`src/design/rcs_regs.svh`:
```
// register map, field positions, reset values and timing counts of the calendar control block
`ifndef RCS_REGS_SVH
`define RCS_REGS_SVH

`define RCS_OFF_TIME          8'h00
`define RCS_OFF_DATE          8'h04
`define RCS_OFF_CTRL          8'h08
`define RCS_OFF_STS           8'h0c
`define RCS_OFF_WAKE          8'h14
`define RCS_OFF_SUBSEC        8'h28
`define RCS_OFF_SCAL          8'h3c
`define RCS_OFF_IRQ_MASK      8'h40
`define RCS_OFF_IRQ_STAT      8'h44

`define RCS_CTRL_WSEL_LSB     0
`define RCS_CTRL_EDGE         3
`define RCS_CTRL_REFCLK       4
`define RCS_CTRL_DIRECT       5
`define RCS_CTRL_WAKE_EN      10
`define RCS_CTRL_STAMP_EN     11

`define RCS_STS_WRITE_OK      2
`define RCS_STS_FLAG_LSB      8
`define RCS_STS_CAL_PEND      16

`define RCS_WAKE_RELOAD_RST   16'hffff
`define RCS_CLR_DELAY         2
`define RCS_SHADOW_EDGES      2
`define RCS_WAKE_EXTEND       17'h10000

`endif

```
`src/design/rcs_pkg.sv`:
```
// types of the calendar control block
package rcs_pkg;

   // flag order: tamper1, overflow, stamp, wakeup, alarm b, alarm a
   typedef logic [5:0] rcs_flags_t;

   typedef enum logic [1:0] {
      RCS_IDLE = 2'b00,
      RCS_ACK  = 2'b01
   } rcs_bus_state_t;

   typedef struct packed {
      rcs_bus_state_t bus;
      logic [31:0]    rdata;
      logic           direct_read_select;
      logic           refclk_detect_enable;
      logic           stamp_edge_select;
      logic [2:0]     wakeup_clock_select;
      logic           wakeup_timer_enable;
      logic           stamp_enable;
      logic           wakeup_write_allowed;
      logic [15:0]    reload;
      logic [31:0]    smooth_cal;
      logic           cal_pending;
      rcs_flags_t     flags;
      rcs_flags_t     clr_p1;
      rcs_flags_t     clr_p2;
      logic [2:0]     calclk_sync;
      logic [2:0]     ckclk_sync;
      logic [2:0]     stamp_sync;
      logic [2:0]     tamper_sync;
      logic           half;
      logic [31:0]    shadow_time;
      logic [31:0]    shadow_date;
      logic [31:0]    shadow_sub;
      rcs_flags_t     irq_mask;
      rcs_flags_t     irq_stat;
   } rcs_state_t;

   typedef struct packed {
      logic        enable;
      logic [16:0] count;
      logic [3:0]  div;
   } rcs_wake_state_t;

endpackage : rcs_pkg

```
`src/design/rcs_wake_if.sv`:
```
// carrier between the control block and its wakeup counter
`timescale 1ns/1ps
`default_nettype none

interface rcs_wake_if;
   logic        enable;
   logic [2:0]  clock_select;
   logic [15:0] reload;
   logic        cal_tick;
   logic        prescaled_tick;
   logic        wake_event;

   modport ctrl (
      output enable,
      output clock_select,
      output reload,
      output cal_tick,
      output prescaled_tick,
      input  wake_event
   );

   modport timer (
      input  enable,
      input  clock_select,
      input  reload,
      input  cal_tick,
      input  prescaled_tick,
      output wake_event
   );
endinterface : rcs_wake_if

`default_nettype wire

```
`src/design/rcs_top.sv`:
```
// calendar control and status block with its register slave
//
// The Avalon-MM slave port and the register addresses were chosen for this implementation.
`timescale 1ns/1ps
`default_nettype none
`include "rcs_regs.svh"

module rcs_top (
   input  wire logic        clk,
   input  wire logic        nrst,
   input  wire logic [7:0]  address,
   input  wire logic        read,
   input  wire logic        write,
   input  wire logic [31:0] writedata,
   input  wire logic [3:0]  byteenable,
   output var  logic [31:0] readdata,
   output var  logic        waitrequest,
   input  wire logic        calendar_source_clock,
   input  wire logic        prescaled_clock,
   input  wire logic        stamp_pin,
   input  wire logic        tamper1_pin,
   input  wire logic [31:0] cal_time,
   input  wire logic [31:0] cal_date,
   input  wire logic [31:0] cal_subsec,
   input  wire logic        alarm_a_match,
   input  wire logic        alarm_b_match,
   output var  logic        refclk_detect_enable,
   output var  logic        stamp_event,
   output var  logic [31:0] smooth_calibration,
   output var  logic        irq
);

   rcs_pkg::rcs_state_t q;
   rcs_pkg::rcs_state_t next_q;
   rcs_wake_if          wk ();

   logic                cal_tick;
   logic                ck_tick;
   logic                stamp_rise;
   logic                stamp_fall;
   logic                stamp_hit;
   logic                tamper_hit;
   logic                take_rd;
   logic                take_wr;
   logic [31:0]         wmask;
   logic [31:0]         wdat;
   rcs_pkg::rcs_flags_t events;
   rcs_pkg::rcs_flags_t zero_wr;
   logic [31:0]         ctrl_word;
   logic [31:0]         sts_word;

   // ==========================================================
   // helpers
   function automatic logic [31:0] lane_mask(input logic [3:0] be);
      lane_mask = {{8{be[3]}}, {8{be[2]}}, {8{be[1]}}, {8{be[0]}}};
   endfunction : lane_mask

   function automatic logic is_addr(input logic [7:0] a, input logic [7:0] off);
      is_addr = (a[7:2] == off[7:2]);
   endfunction : is_addr

   function automatic logic [31:0] merge(input logic [31:0] old, input logic [31:0] nw, input logic [31:0] m);
      merge = (old & ~m) | (nw & m);
   endfunction : merge

   // ==========================================================
   // pin edges, read only after the second sync stage
   always_comb begin
      cal_tick   = q.calclk_sync[1] && !q.calclk_sync[2];
      ck_tick    = q.ckclk_sync[1] && !q.ckclk_sync[2];
      stamp_rise = q.stamp_sync[1] && !q.stamp_sync[2];
      stamp_fall = !q.stamp_sync[1] && q.stamp_sync[2];
      stamp_hit  = q.stamp_enable && (q.stamp_edge_select ? stamp_fall : stamp_rise);
      tamper_hit = q.tamper_sync[1] && !q.tamper_sync[2];
   end

   // ==========================================================
   // bus decode
   // every access waits exactly one cycle so read data come from a flop
   always_comb begin
      take_rd = read && (q.bus == rcs_pkg::RCS_IDLE);
      take_wr = write && (q.bus == rcs_pkg::RCS_ACK);
      wmask   = lane_mask(byteenable);
      wdat    = writedata & wmask;
   end

   assign waitrequest = (read || write) && (q.bus != rcs_pkg::RCS_ACK);

   // ==========================================================
   // register images
   always_comb begin
      ctrl_word                                         = 32'h0;
      ctrl_word[`RCS_CTRL_WSEL_LSB +: 3]                = q.wakeup_clock_select;
      ctrl_word[`RCS_CTRL_EDGE]                         = q.stamp_edge_select;
      ctrl_word[`RCS_CTRL_REFCLK]                       = q.refclk_detect_enable;
      ctrl_word[`RCS_CTRL_DIRECT]                       = q.direct_read_select;
      ctrl_word[`RCS_CTRL_WAKE_EN]                      = q.wakeup_timer_enable;
      ctrl_word[`RCS_CTRL_STAMP_EN]                     = q.stamp_enable;
      sts_word                                          = 32'h0;
      sts_word[`RCS_STS_WRITE_OK]                       = q.wakeup_write_allowed;
      sts_word[`RCS_STS_FLAG_LSB +: 6]                  = q.flags;
      sts_word[`RCS_STS_CAL_PEND]                       = q.cal_pending;
   end

   // ==========================================================
   // event collection
   always_comb begin
      events    = {tamper_hit,
                   stamp_hit && q.flags[3],
                   stamp_hit,
                   wk.wake_event,
                   alarm_b_match,
                   alarm_a_match};
      zero_wr   = '0;
      if (take_wr && is_addr(address, `RCS_OFF_STS)) begin
         zero_wr = ~writedata[`RCS_STS_FLAG_LSB +: 6] & wmask[`RCS_STS_FLAG_LSB +: 6];
      end
   end

   // ==========================================================
   // next state
   always_comb begin
      next_q = q;

      // synchronisers: stage 0 feeds only stage 1
      next_q.calclk_sync = {q.calclk_sync[1:0], calendar_source_clock};
      next_q.ckclk_sync  = {q.ckclk_sync[1:0], prescaled_clock};
      next_q.stamp_sync  = {q.stamp_sync[1:0], stamp_pin};
      next_q.tamper_sync = {q.tamper_sync[1:0], tamper1_pin};

      // shadow copies refresh on every second source edge
      if (cal_tick) begin
         next_q.half = !q.half;
         if (q.half) begin
            next_q.shadow_time = cal_time;
            next_q.shadow_date = cal_date;
            next_q.shadow_sub  = cal_subsec;
         end
      end

      // bus handshake
      unique case (q.bus)
         rcs_pkg::RCS_IDLE: begin
            if (read || write) begin
               next_q.bus = rcs_pkg::RCS_ACK;
            end
         end
         rcs_pkg::RCS_ACK: begin
            next_q.bus = rcs_pkg::RCS_IDLE;
         end
         default: begin
            next_q.bus = rcs_pkg::RCS_IDLE;
         end
      endcase

      if (take_rd) begin
         next_q.rdata = 32'h0;
         if (is_addr(address, `RCS_OFF_TIME)) begin
            next_q.rdata = q.direct_read_select ? cal_time : q.shadow_time;
         end else if (is_addr(address, `RCS_OFF_DATE)) begin
            next_q.rdata = q.direct_read_select ? cal_date : q.shadow_date;
         end else if (is_addr(address, `RCS_OFF_SUBSEC)) begin
            next_q.rdata = q.direct_read_select ? cal_subsec : q.shadow_sub;
         end else if (is_addr(address, `RCS_OFF_CTRL)) begin
            next_q.rdata = ctrl_word;
         end else if (is_addr(address, `RCS_OFF_STS)) begin
            next_q.rdata = sts_word;
         end else if (is_addr(address, `RCS_OFF_WAKE)) begin
            next_q.rdata = {16'h0, q.reload};
         end else if (is_addr(address, `RCS_OFF_SCAL)) begin
            next_q.rdata = q.smooth_cal;
         end else if (is_addr(address, `RCS_OFF_IRQ_MASK)) begin
            next_q.rdata = {26'h0, q.irq_mask};
         end else if (is_addr(address, `RCS_OFF_IRQ_STAT)) begin
            next_q.rdata = {26'h0, q.irq_stat};
         end
      end

      if (take_wr && is_addr(address, `RCS_OFF_CTRL)) begin
         if (wmask[`RCS_CTRL_DIRECT]) begin
            next_q.direct_read_select = wdat[`RCS_CTRL_DIRECT];
         end
         if (wmask[`RCS_CTRL_REFCLK]) begin
            next_q.refclk_detect_enable = wdat[`RCS_CTRL_REFCLK];
         end
         if (wmask[`RCS_CTRL_EDGE]) begin
            next_q.stamp_edge_select = wdat[`RCS_CTRL_EDGE];
         end
         // judged on the state before this write, so enabling and selecting in one go is accepted
         if (wmask[`RCS_CTRL_WSEL_LSB] && !q.wakeup_timer_enable && q.wakeup_write_allowed) begin
            next_q.wakeup_clock_select = wdat[`RCS_CTRL_WSEL_LSB +: 3];
         end
         if (wmask[`RCS_CTRL_WAKE_EN]) begin
            next_q.wakeup_timer_enable = wdat[`RCS_CTRL_WAKE_EN];
         end
         if (wmask[`RCS_CTRL_STAMP_EN]) begin
            next_q.stamp_enable = wdat[`RCS_CTRL_STAMP_EN];
         end
      end

      if (take_wr && is_addr(address, `RCS_OFF_WAKE) && !q.wakeup_timer_enable && q.wakeup_write_allowed) begin
         next_q.reload = 16'(merge({16'h0, q.reload}, writedata, wmask));
      end

      // allowed flag follows the enable in the same cycle
      next_q.wakeup_write_allowed = !next_q.wakeup_timer_enable;

      // calibration value applies at once; the next source tick clears cal_pending
      if (cal_tick) begin
         next_q.cal_pending = 1'b0;
      end
      if (take_wr && is_addr(address, `RCS_OFF_SCAL) && !q.cal_pending) begin
         next_q.smooth_cal  = merge(q.smooth_cal, writedata, wmask);
         next_q.cal_pending = 1'b1;
      end

      // cleared zeros travel two stages; a fresh event beats a clear
      next_q.clr_p1 = zero_wr;
      next_q.clr_p2 = q.clr_p1;
      next_q.flags  = (q.flags & ~q.clr_p2) | events;

      // interrupt status: sticky, write one to clear, set wins
      if (take_wr && is_addr(address, `RCS_OFF_IRQ_MASK)) begin
         next_q.irq_mask = 6'(merge({26'h0, q.irq_mask}, writedata, wmask));
      end
      next_q.irq_stat = q.irq_stat;
      if (take_wr && is_addr(address, `RCS_OFF_IRQ_STAT)) begin
         next_q.irq_stat = q.irq_stat & ~(writedata[5:0] & wmask[5:0]);
      end
      next_q.irq_stat = next_q.irq_stat | events;
   end

   // ==========================================================
   // state register
   always_ff @(posedge clk or negedge nrst) begin
      if (!nrst) begin
         q                      <= '0;
         q.reload               <= `RCS_WAKE_RELOAD_RST;
         q.wakeup_write_allowed <= 1'b1;
      end else begin
         q <= next_q;
      end
   end

   // ==========================================================
   // wakeup counter
   assign wk.enable         = q.wakeup_timer_enable;
   assign wk.clock_select   = q.wakeup_clock_select;
   assign wk.reload         = q.reload;
   assign wk.cal_tick       = cal_tick;
   assign wk.prescaled_tick = ck_tick;

   rcs_wakeup u_wakeup (
      .clk  (clk),
      .nrst (nrst),
      .wk   (wk.timer)
   );

   // ==========================================================
   // outputs
   assign readdata             = q.rdata;
   assign refclk_detect_enable = q.refclk_detect_enable;
   assign stamp_event          = q.flags[3];
   assign smooth_calibration   = q.smooth_cal;
   assign irq                  = |(q.irq_stat & q.irq_mask);

endmodule : rcs_top

`default_nettype wire

```
`src/design/rcs_wakeup.sv`:
```
// wakeup down-counter with selectable tick source
`timescale 1ns/1ps
`default_nettype none

module rcs_wakeup (
   input  wire logic  clk,
   input  wire logic  nrst,
   rcs_wake_if.timer  wk
);

   rcs_pkg::rcs_wake_state_t q;
   rcs_pkg::rcs_wake_state_t next_q;
   logic                     tick;
   logic [16:0]              load_val;
   logic                     evt;

   // ==========================================================
   // tick source and reload
   always_comb begin
      unique case (wk.clock_select[1:0])
         2'b00: tick = wk.cal_tick && (q.div == 4'hf);
         2'b01: tick = wk.cal_tick && (q.div[2:0] == 3'h7);
         2'b10: tick = wk.cal_tick && (q.div[1:0] == 2'h3);
         2'b11: tick = wk.cal_tick && q.div[0];
      endcase
      if (wk.clock_select[2]) begin
         tick = wk.prescaled_tick;
      end
      // 11x stretches the interval by a full 16-bit span
      if (wk.clock_select[2] && wk.clock_select[1]) begin
         load_val = {1'b0, wk.reload} + `RCS_WAKE_EXTEND;
      end else begin
         load_val = {1'b0, wk.reload};
      end
   end

   // ==========================================================
   // counter
   always_comb begin
      next_q        = q;
      evt           = 1'b0;
      next_q.enable = wk.enable;
      if (wk.cal_tick) begin
         next_q.div = q.div + 4'h1;
      end
      if (!wk.enable) begin
         next_q.div   = 4'h0;
         next_q.count = load_val;
      end else if (!q.enable) begin
         next_q.count = load_val;
      end else if (tick) begin
         if (q.count == 17'h0) begin
            evt          = 1'b1;
            next_q.count = load_val;
         end else begin
            next_q.count = q.count - 17'h1;
         end
      end
   end

   always_ff @(posedge clk or negedge nrst) begin
      if (!nrst) begin
         q <= '0;
      end else begin
         q <= next_q;
      end
   end

   assign wk.wake_event = evt;

endmodule : rcs_wakeup

`default_nettype wire

```
`config.mk`:
```
export PLATFORM = sky130hd
export DESIGN_NAME = rcs_top
export DESIGN_NICKNAME = d
export VERILOG_FILES = /design/src/design/rcs_pkg.sv /design/src/design/rcs_wake_if.sv /design/src/design/rcs_top.sv /design/src/design/rcs_wakeup.sv
export VERILOG_INCLUDE_DIRS = /design/src /design/src/design
export SDC_FILE = /design/constraint.sdc
export NUM_CORES = 1
export LEC_CHECK = 0
export ABC_CLOCK_PERIOD_IN_PS = 3550
export BUFFER_PORTS_ARGS = -buffer_cell sky130_fd_sc_hd__buf_2
export CAP_MARGIN = 40
export CORE_ASPECT_RATIO = 1.25
export CORE_MARGIN = 2
export CORE_UTILIZATION = 61
export CTS_CLUSTER_SIZE = 25
export DETAILED_ROUTE_END_ITERATION = 12
export PLACE_DENSITY = 0.86
export SLEW_MARGIN = 5
export SYNTH_ARGS = -nofsm -noshare
export SYNTH_HDL_FRONTEND = slang
export SYNTH_SLANG_ARGS = --single-unit
```
`constraint.sdc`:
```
create_clock -name clk -period 3.55 [get_ports clk]
set_clock_uncertainty 0.1 [all_clocks]
set_input_delay 0.71 -clock clk [delete_from_list [all_inputs] [get_ports clk]]
set_output_delay 0.71 -clock clk [all_outputs]
set_load 0.01 [all_outputs]
```
* Word level (Yosys, flattened, before mapping) *
Cells that the tools add are included.

operators by class
  add/subtract/negate cells = 3
  eq/ne operators = 19
  muxes and demuxes = 35
  bitwise gates (word level) = 18
  reduce and logical (&&, ||, !) cells = 46

operators by type and width
  kind                                                                    number
  32-bit 2-to-1 mux                                                       10
  17-bit 2-to-1 mux                                                       5
  32-bit AND                                                              2
  6-bit AND                                                               6
  32-bit NOT                                                              1
  32-bit OR                                                               1
  1-bit logical AND                                                       26
  6-bit 2-to-1 mux                                                        4
  6-bit NOT                                                               3
  6-bit OR                                                                3
  16-bit by 17-bit adder with 17-bit output (second input constant)       1
  17-bit logical NOT                                                      1
  17-bit by 1-bit subtractor with 17-bit output (second input constant)   1
  16-bit AND                                                              1
  16-bit OR                                                               1
  6-bit by 2-bit equality test with 1-bit output (second input constant)  2
  6-bit by 4-bit equality test with 1-bit output (second input constant)  2
  6-bit by 5-bit equality test with 1-bit output (second input constant)  2
  1-bit 2-to-1 mux                                                        10
  1-bit logical NOT                                                       9
  4-bit 2-to-1 mux                                                        2
  2-bit AND reduction                                                     4
  2-bit equality test (second input constant)                             3
  6-bit by 1-bit equality test with 1-bit output (second input constant)  1
  other kinds (14)                                                        20

storage, ports and cells
  bits in registers = 253
  input port bits = 150
  output and inout bits = 68
  logic and storage cells = 149

* Logic depth before layout (Yosys ltp) *
  depth in word-level cells = 10
  mapped depth = 9

* Cells and area by module *
From an unflattened synthesis, not the netlist that was laid out.

second synthesis, totals
  cell total of the unflattened synthesis = 1023
  area, all modules = 12615.8 um^2

modules (own cells, without submodules)
  module      times used  cells each  area an instance (um^2)  sequential area each (um^2)
  rcs_top     1           857         11109.4                  5776.8
  rcs_wakeup  1           166         1506.4                   550.5

* Worst setup path before layout *
No wires, ideal clock.

  path type = input-to-reg
  from = input address[6]
  to = register (tool-made name)
  arrival time = 2.346 ns
  required time = 3.325 ns
  path slack = 0.979 ns
  cell stages on the path = 8
  path buffers = 3
  cells stage by stage = buf_4 -> nand4bb_1 -> buf_2 -> or2_1 -> buf_6 -> nor3_4 -> nand2_4 -> mux2_4

RTL lines
  element      RTL line       source
  from (decl)  rcs_top.sv:11  input wire logic [7:0] address,

* Worst setup path in the final report *
  from = register u_wakeup.q[9] (netlist name)
  to = register u_wakeup.q[15] (netlist name)

on the way
  word-level cells in the longest chain between the ends = 5
  elaborated cells between the ends (all ways) = 6
  those cells by class = 1 x add/sub; 4 x mux; 1 x reduce/logical

ends and longest elaborated chain
  element                                                                                     RTL line                            source
  from (decl)                                                                                 rcs_wakeup.sv:11                    rcs_pkg::rcs_wake_state_t q;
  from (signal assigned)                                                                      rcs_wakeup.sv:65                    q <= next_q;
  17-bit by 1-bit subtractor with 17-bit output / 17-bit logical NOT (equally long branches)  rcs_wakeup.sv:56, rcs_wakeup.sv:52
  17-bit 2-to-1 mux (*)                                                                       rcs_wakeup.sv:52                    if (q.count == 17'h0) begin
  17-bit 2-to-1 mux (*)                                                                       rcs_wakeup.sv:51                    end else if (tick) begin
  17-bit 2-to-1 mux (*)                                                                       rcs_wakeup.sv:49                    end else if (!q.enable) begin
  17-bit 2-to-1 mux (*)                                                                       rcs_wakeup.sv:46                    if (!wk.enable) begin

Mark *: on every way between the ends. The rest lies on a longest branch, timed or not. The select of a mux whose other input is x is not followed.
A chain may end at the register's enable or synchronous reset.

==> qor.txt <==
CP max stage delay: 700 ps
Setup TNS Final: 0 ps
DR WL/cell: 21.7 um
cts hold-fix bufs: 0
Die Area: 21,800 um2
number of post-CTS setup repair buffers: 0
cell area after synthesis: 12,600 um2
most common cell after layout, fill and taps aside: dfrtp_1
Hold Violations, Final: 0
syn_nets: 1,200
Iteration-0 DRC Markers: 757
fin crit share: 74.0%
Clk Latency, worst-skew pair: 520 ps
nets@finish: 1,338
Critical Path Fanout Max: 10
#FFs+latches synth: 252
Worst Tran Pin Value: 811 ps
Placed Area: 13,500 um2
CTS tree: built
HPWL after DPL: 22,800 um
DR vias: 9,167
placer congestion estimate: 0.927
total overflow reported by the global router: 0
sequential share of the synthesized area: 50.3%
Mapped Cells: 1,046
RSZ-0062 raised after global routing: false
hold crit path type: primary input to asynchronous set/reset pin
share of the synthesized area in the top cell type: 46.8%
total core area: 20,200 um2
Ys Warns: 0
Inserted Clock Buffers: 25
critical path startpoint category: flip-flop
Total GRT Usage: 28.6%
area leader, netlist: dfrtp_1
H-tree depth: 1
Die Y: 165 um
wire length of the first global-routing pass: 49,200 um
crit path DAT: 2930 ps
status: complete, no violations
Worst-path clk slew: 70 ps
most frequent cells in the layout: dfrtp_1, buf_2, mux2_2, mux2i_1, nand2_1
fraction of layout cells with a size suffix above 1: 41.0%
Initial Util: 62.3%
Slowest-stage cell, CP: o21ai_1
Peak Freq: 381 MHz
DR DRC count: 0
critical path endpoint category: flip-flop
Min Hold Slack: 94.7 ps
I/O pin total: 218
Power Density: 578 nW/um2
Setup CP Type: flip-flop to flip-flop
drt pass-1 iters: 5
Worst R2R Path Depth: 5
post-CTS sizing: 0
Yosys cell types: 63
clock sinks: 252
deepest clock path buffer count: 3
Critical Path RT: 3860 ps
Avg Cell Area, Syn: 12.0 um2
Leakage: 6.53 nW
worst path cell trace: nor4_2, nand2_1, o21ai_1, a31oi_1, o32a_1
Tmin final: 2630 ps
maxcap violations: 0
Placement Rows: 58
Async SR Flop Fraction: 100%
area grow syn2layout: 14.0%
Final Cell Area: 14,300 um2
Slew headroom: 45.6%
number of port buffers: 215
largest net degree at the start of global routing: 91
Slew Limit Fails: 0
Die X: 132 um
Clock Tree Root: clkbuf_16
initial antenna violation count: 7
Synth Flop Type: dfrtp_1
DRT Wirelength: 32,100 um
# setup viols final: 0
vias per cell: 6.20
Post-synth EDFFs: 0
IR drop worst, VDD: 0.000345 V
largest cells by area after synthesis: dfrtp_1, mux2_2, mux2i_1
vias in the first global route: 9,212
Antenna Violating Nets Remaining: 0
## worst max-delay path: cells and delay by family (launching register included)
kind	cells	cell delay [ps]
and+or+nand+nor	2	890
DFF	1	420
AOI/OAI and AO/OA	3	1100
## stage by stage
| stage | instances | util, % | power [mW] | setup slack (ps) |
|---|---|---|---|---|
| 2_1_floorplan | 1046 | - | 5.18 | 979 |
| 4_1_cts | 1472 | 71.0 | 8.31 | 975 |
| 3_3_place_gp | 1425 | 66.7 | 5.56 | 466 |
| 6_report | 1478 | 71.0 | 8.28 | 925 |
| 5_1_grt | 1476 | 71.0 | 8.64 | 844 |
| 3_5_place_dp | 1427 | 67.0 | 5.71 | 440 |
## report_power, final
| part | switching [mW] | total, mW | leakage, nW | internal (mW) |
|---|---|---|---|---|
| Sequential | 0.379 | 3.92 | 3.12 | 3.54 |
| Combinational | 0.792 | 1.77 | 3.02 | 0.976 |
| Clock | 1.10 | 2.59 | 0.392 | 1.49 |
## cell usage after synthesis (4+ instances only)
library cell / number
buf_4: 65
a22oi_1: 7
and2_1: 6
a221oi_1: 22
a31oi_1: 10
a21o_1: 5
dfrtp_1: 235
nor2b_1: 5
nor2_1: 35
mux2_4: 33
dfstp_2: 17
o22ai_1: 33
buf_1: 10
nand4_1: 5
nand3_1: 23
a32o_1: 4
and3_1: 5
a21oi_1: 31
ha_1: 4
o22a_1: 8
nor3b_1: 4
inv_1: 16
nand3b_1: 5
clkbuf_1: 38
buf_2: 10
nand2_4: 4
mux2i_1: 83
nor3_1: 12
o211ai_1: 5
or3_1: 4
mux2_2: 154
a222oi_1: 4
nand2_1: 57
nand2b_1: 6
o21ai_0: 32
## metal layers
layer	vias to the layer above	part of all wire (%)	GRT usage (%)
met5	-	0.097	0
met4	4	4.2	13.1
met3	86	7.1	4.76
met2	417	50	50.0
met1	4595	38	35.0
li1	4065	-	-
## final cells by class
type                    instances  area (um2)
flip-flops and latches        252        6330
fillers                      1435        5840
multi-input cells             652        5450
repair buffers                237        1340
clock buffers                  37         731
well taps                     270         338
clock inverters                 8        70.1
inverters                      16        60.1
diodes                          6        15.0
## final timing paths
kind,to,startpoint,slack (ps)
max,u_wakeup.q[15],u_wakeup.q[9],920
min,q[72],nrst,90
max reg2reg,u_wakeup.q[15],u_wakeup.q[9],920
min reg2reg,q[122],next_q[122],250
max in group asynchronous,q[94],nrst,2340
min in group clk,next_q[113],stamp_pin,190
## cells by family after synthesis
group	count (synthesis)	share of synthesized area [%]
buffers and inverters	142	6.46
AND/OR/NAND/NOR	189	8.12
multiplexers	270	24.3
XOR/XNOR	5	0.348
AO/OA/AOI/OAI	184	10.0
adder cells (fa/ha/maj)	4	0.398
flip-flops	252	50.3
No activity file was read; power rests on OpenSTA's default activity.
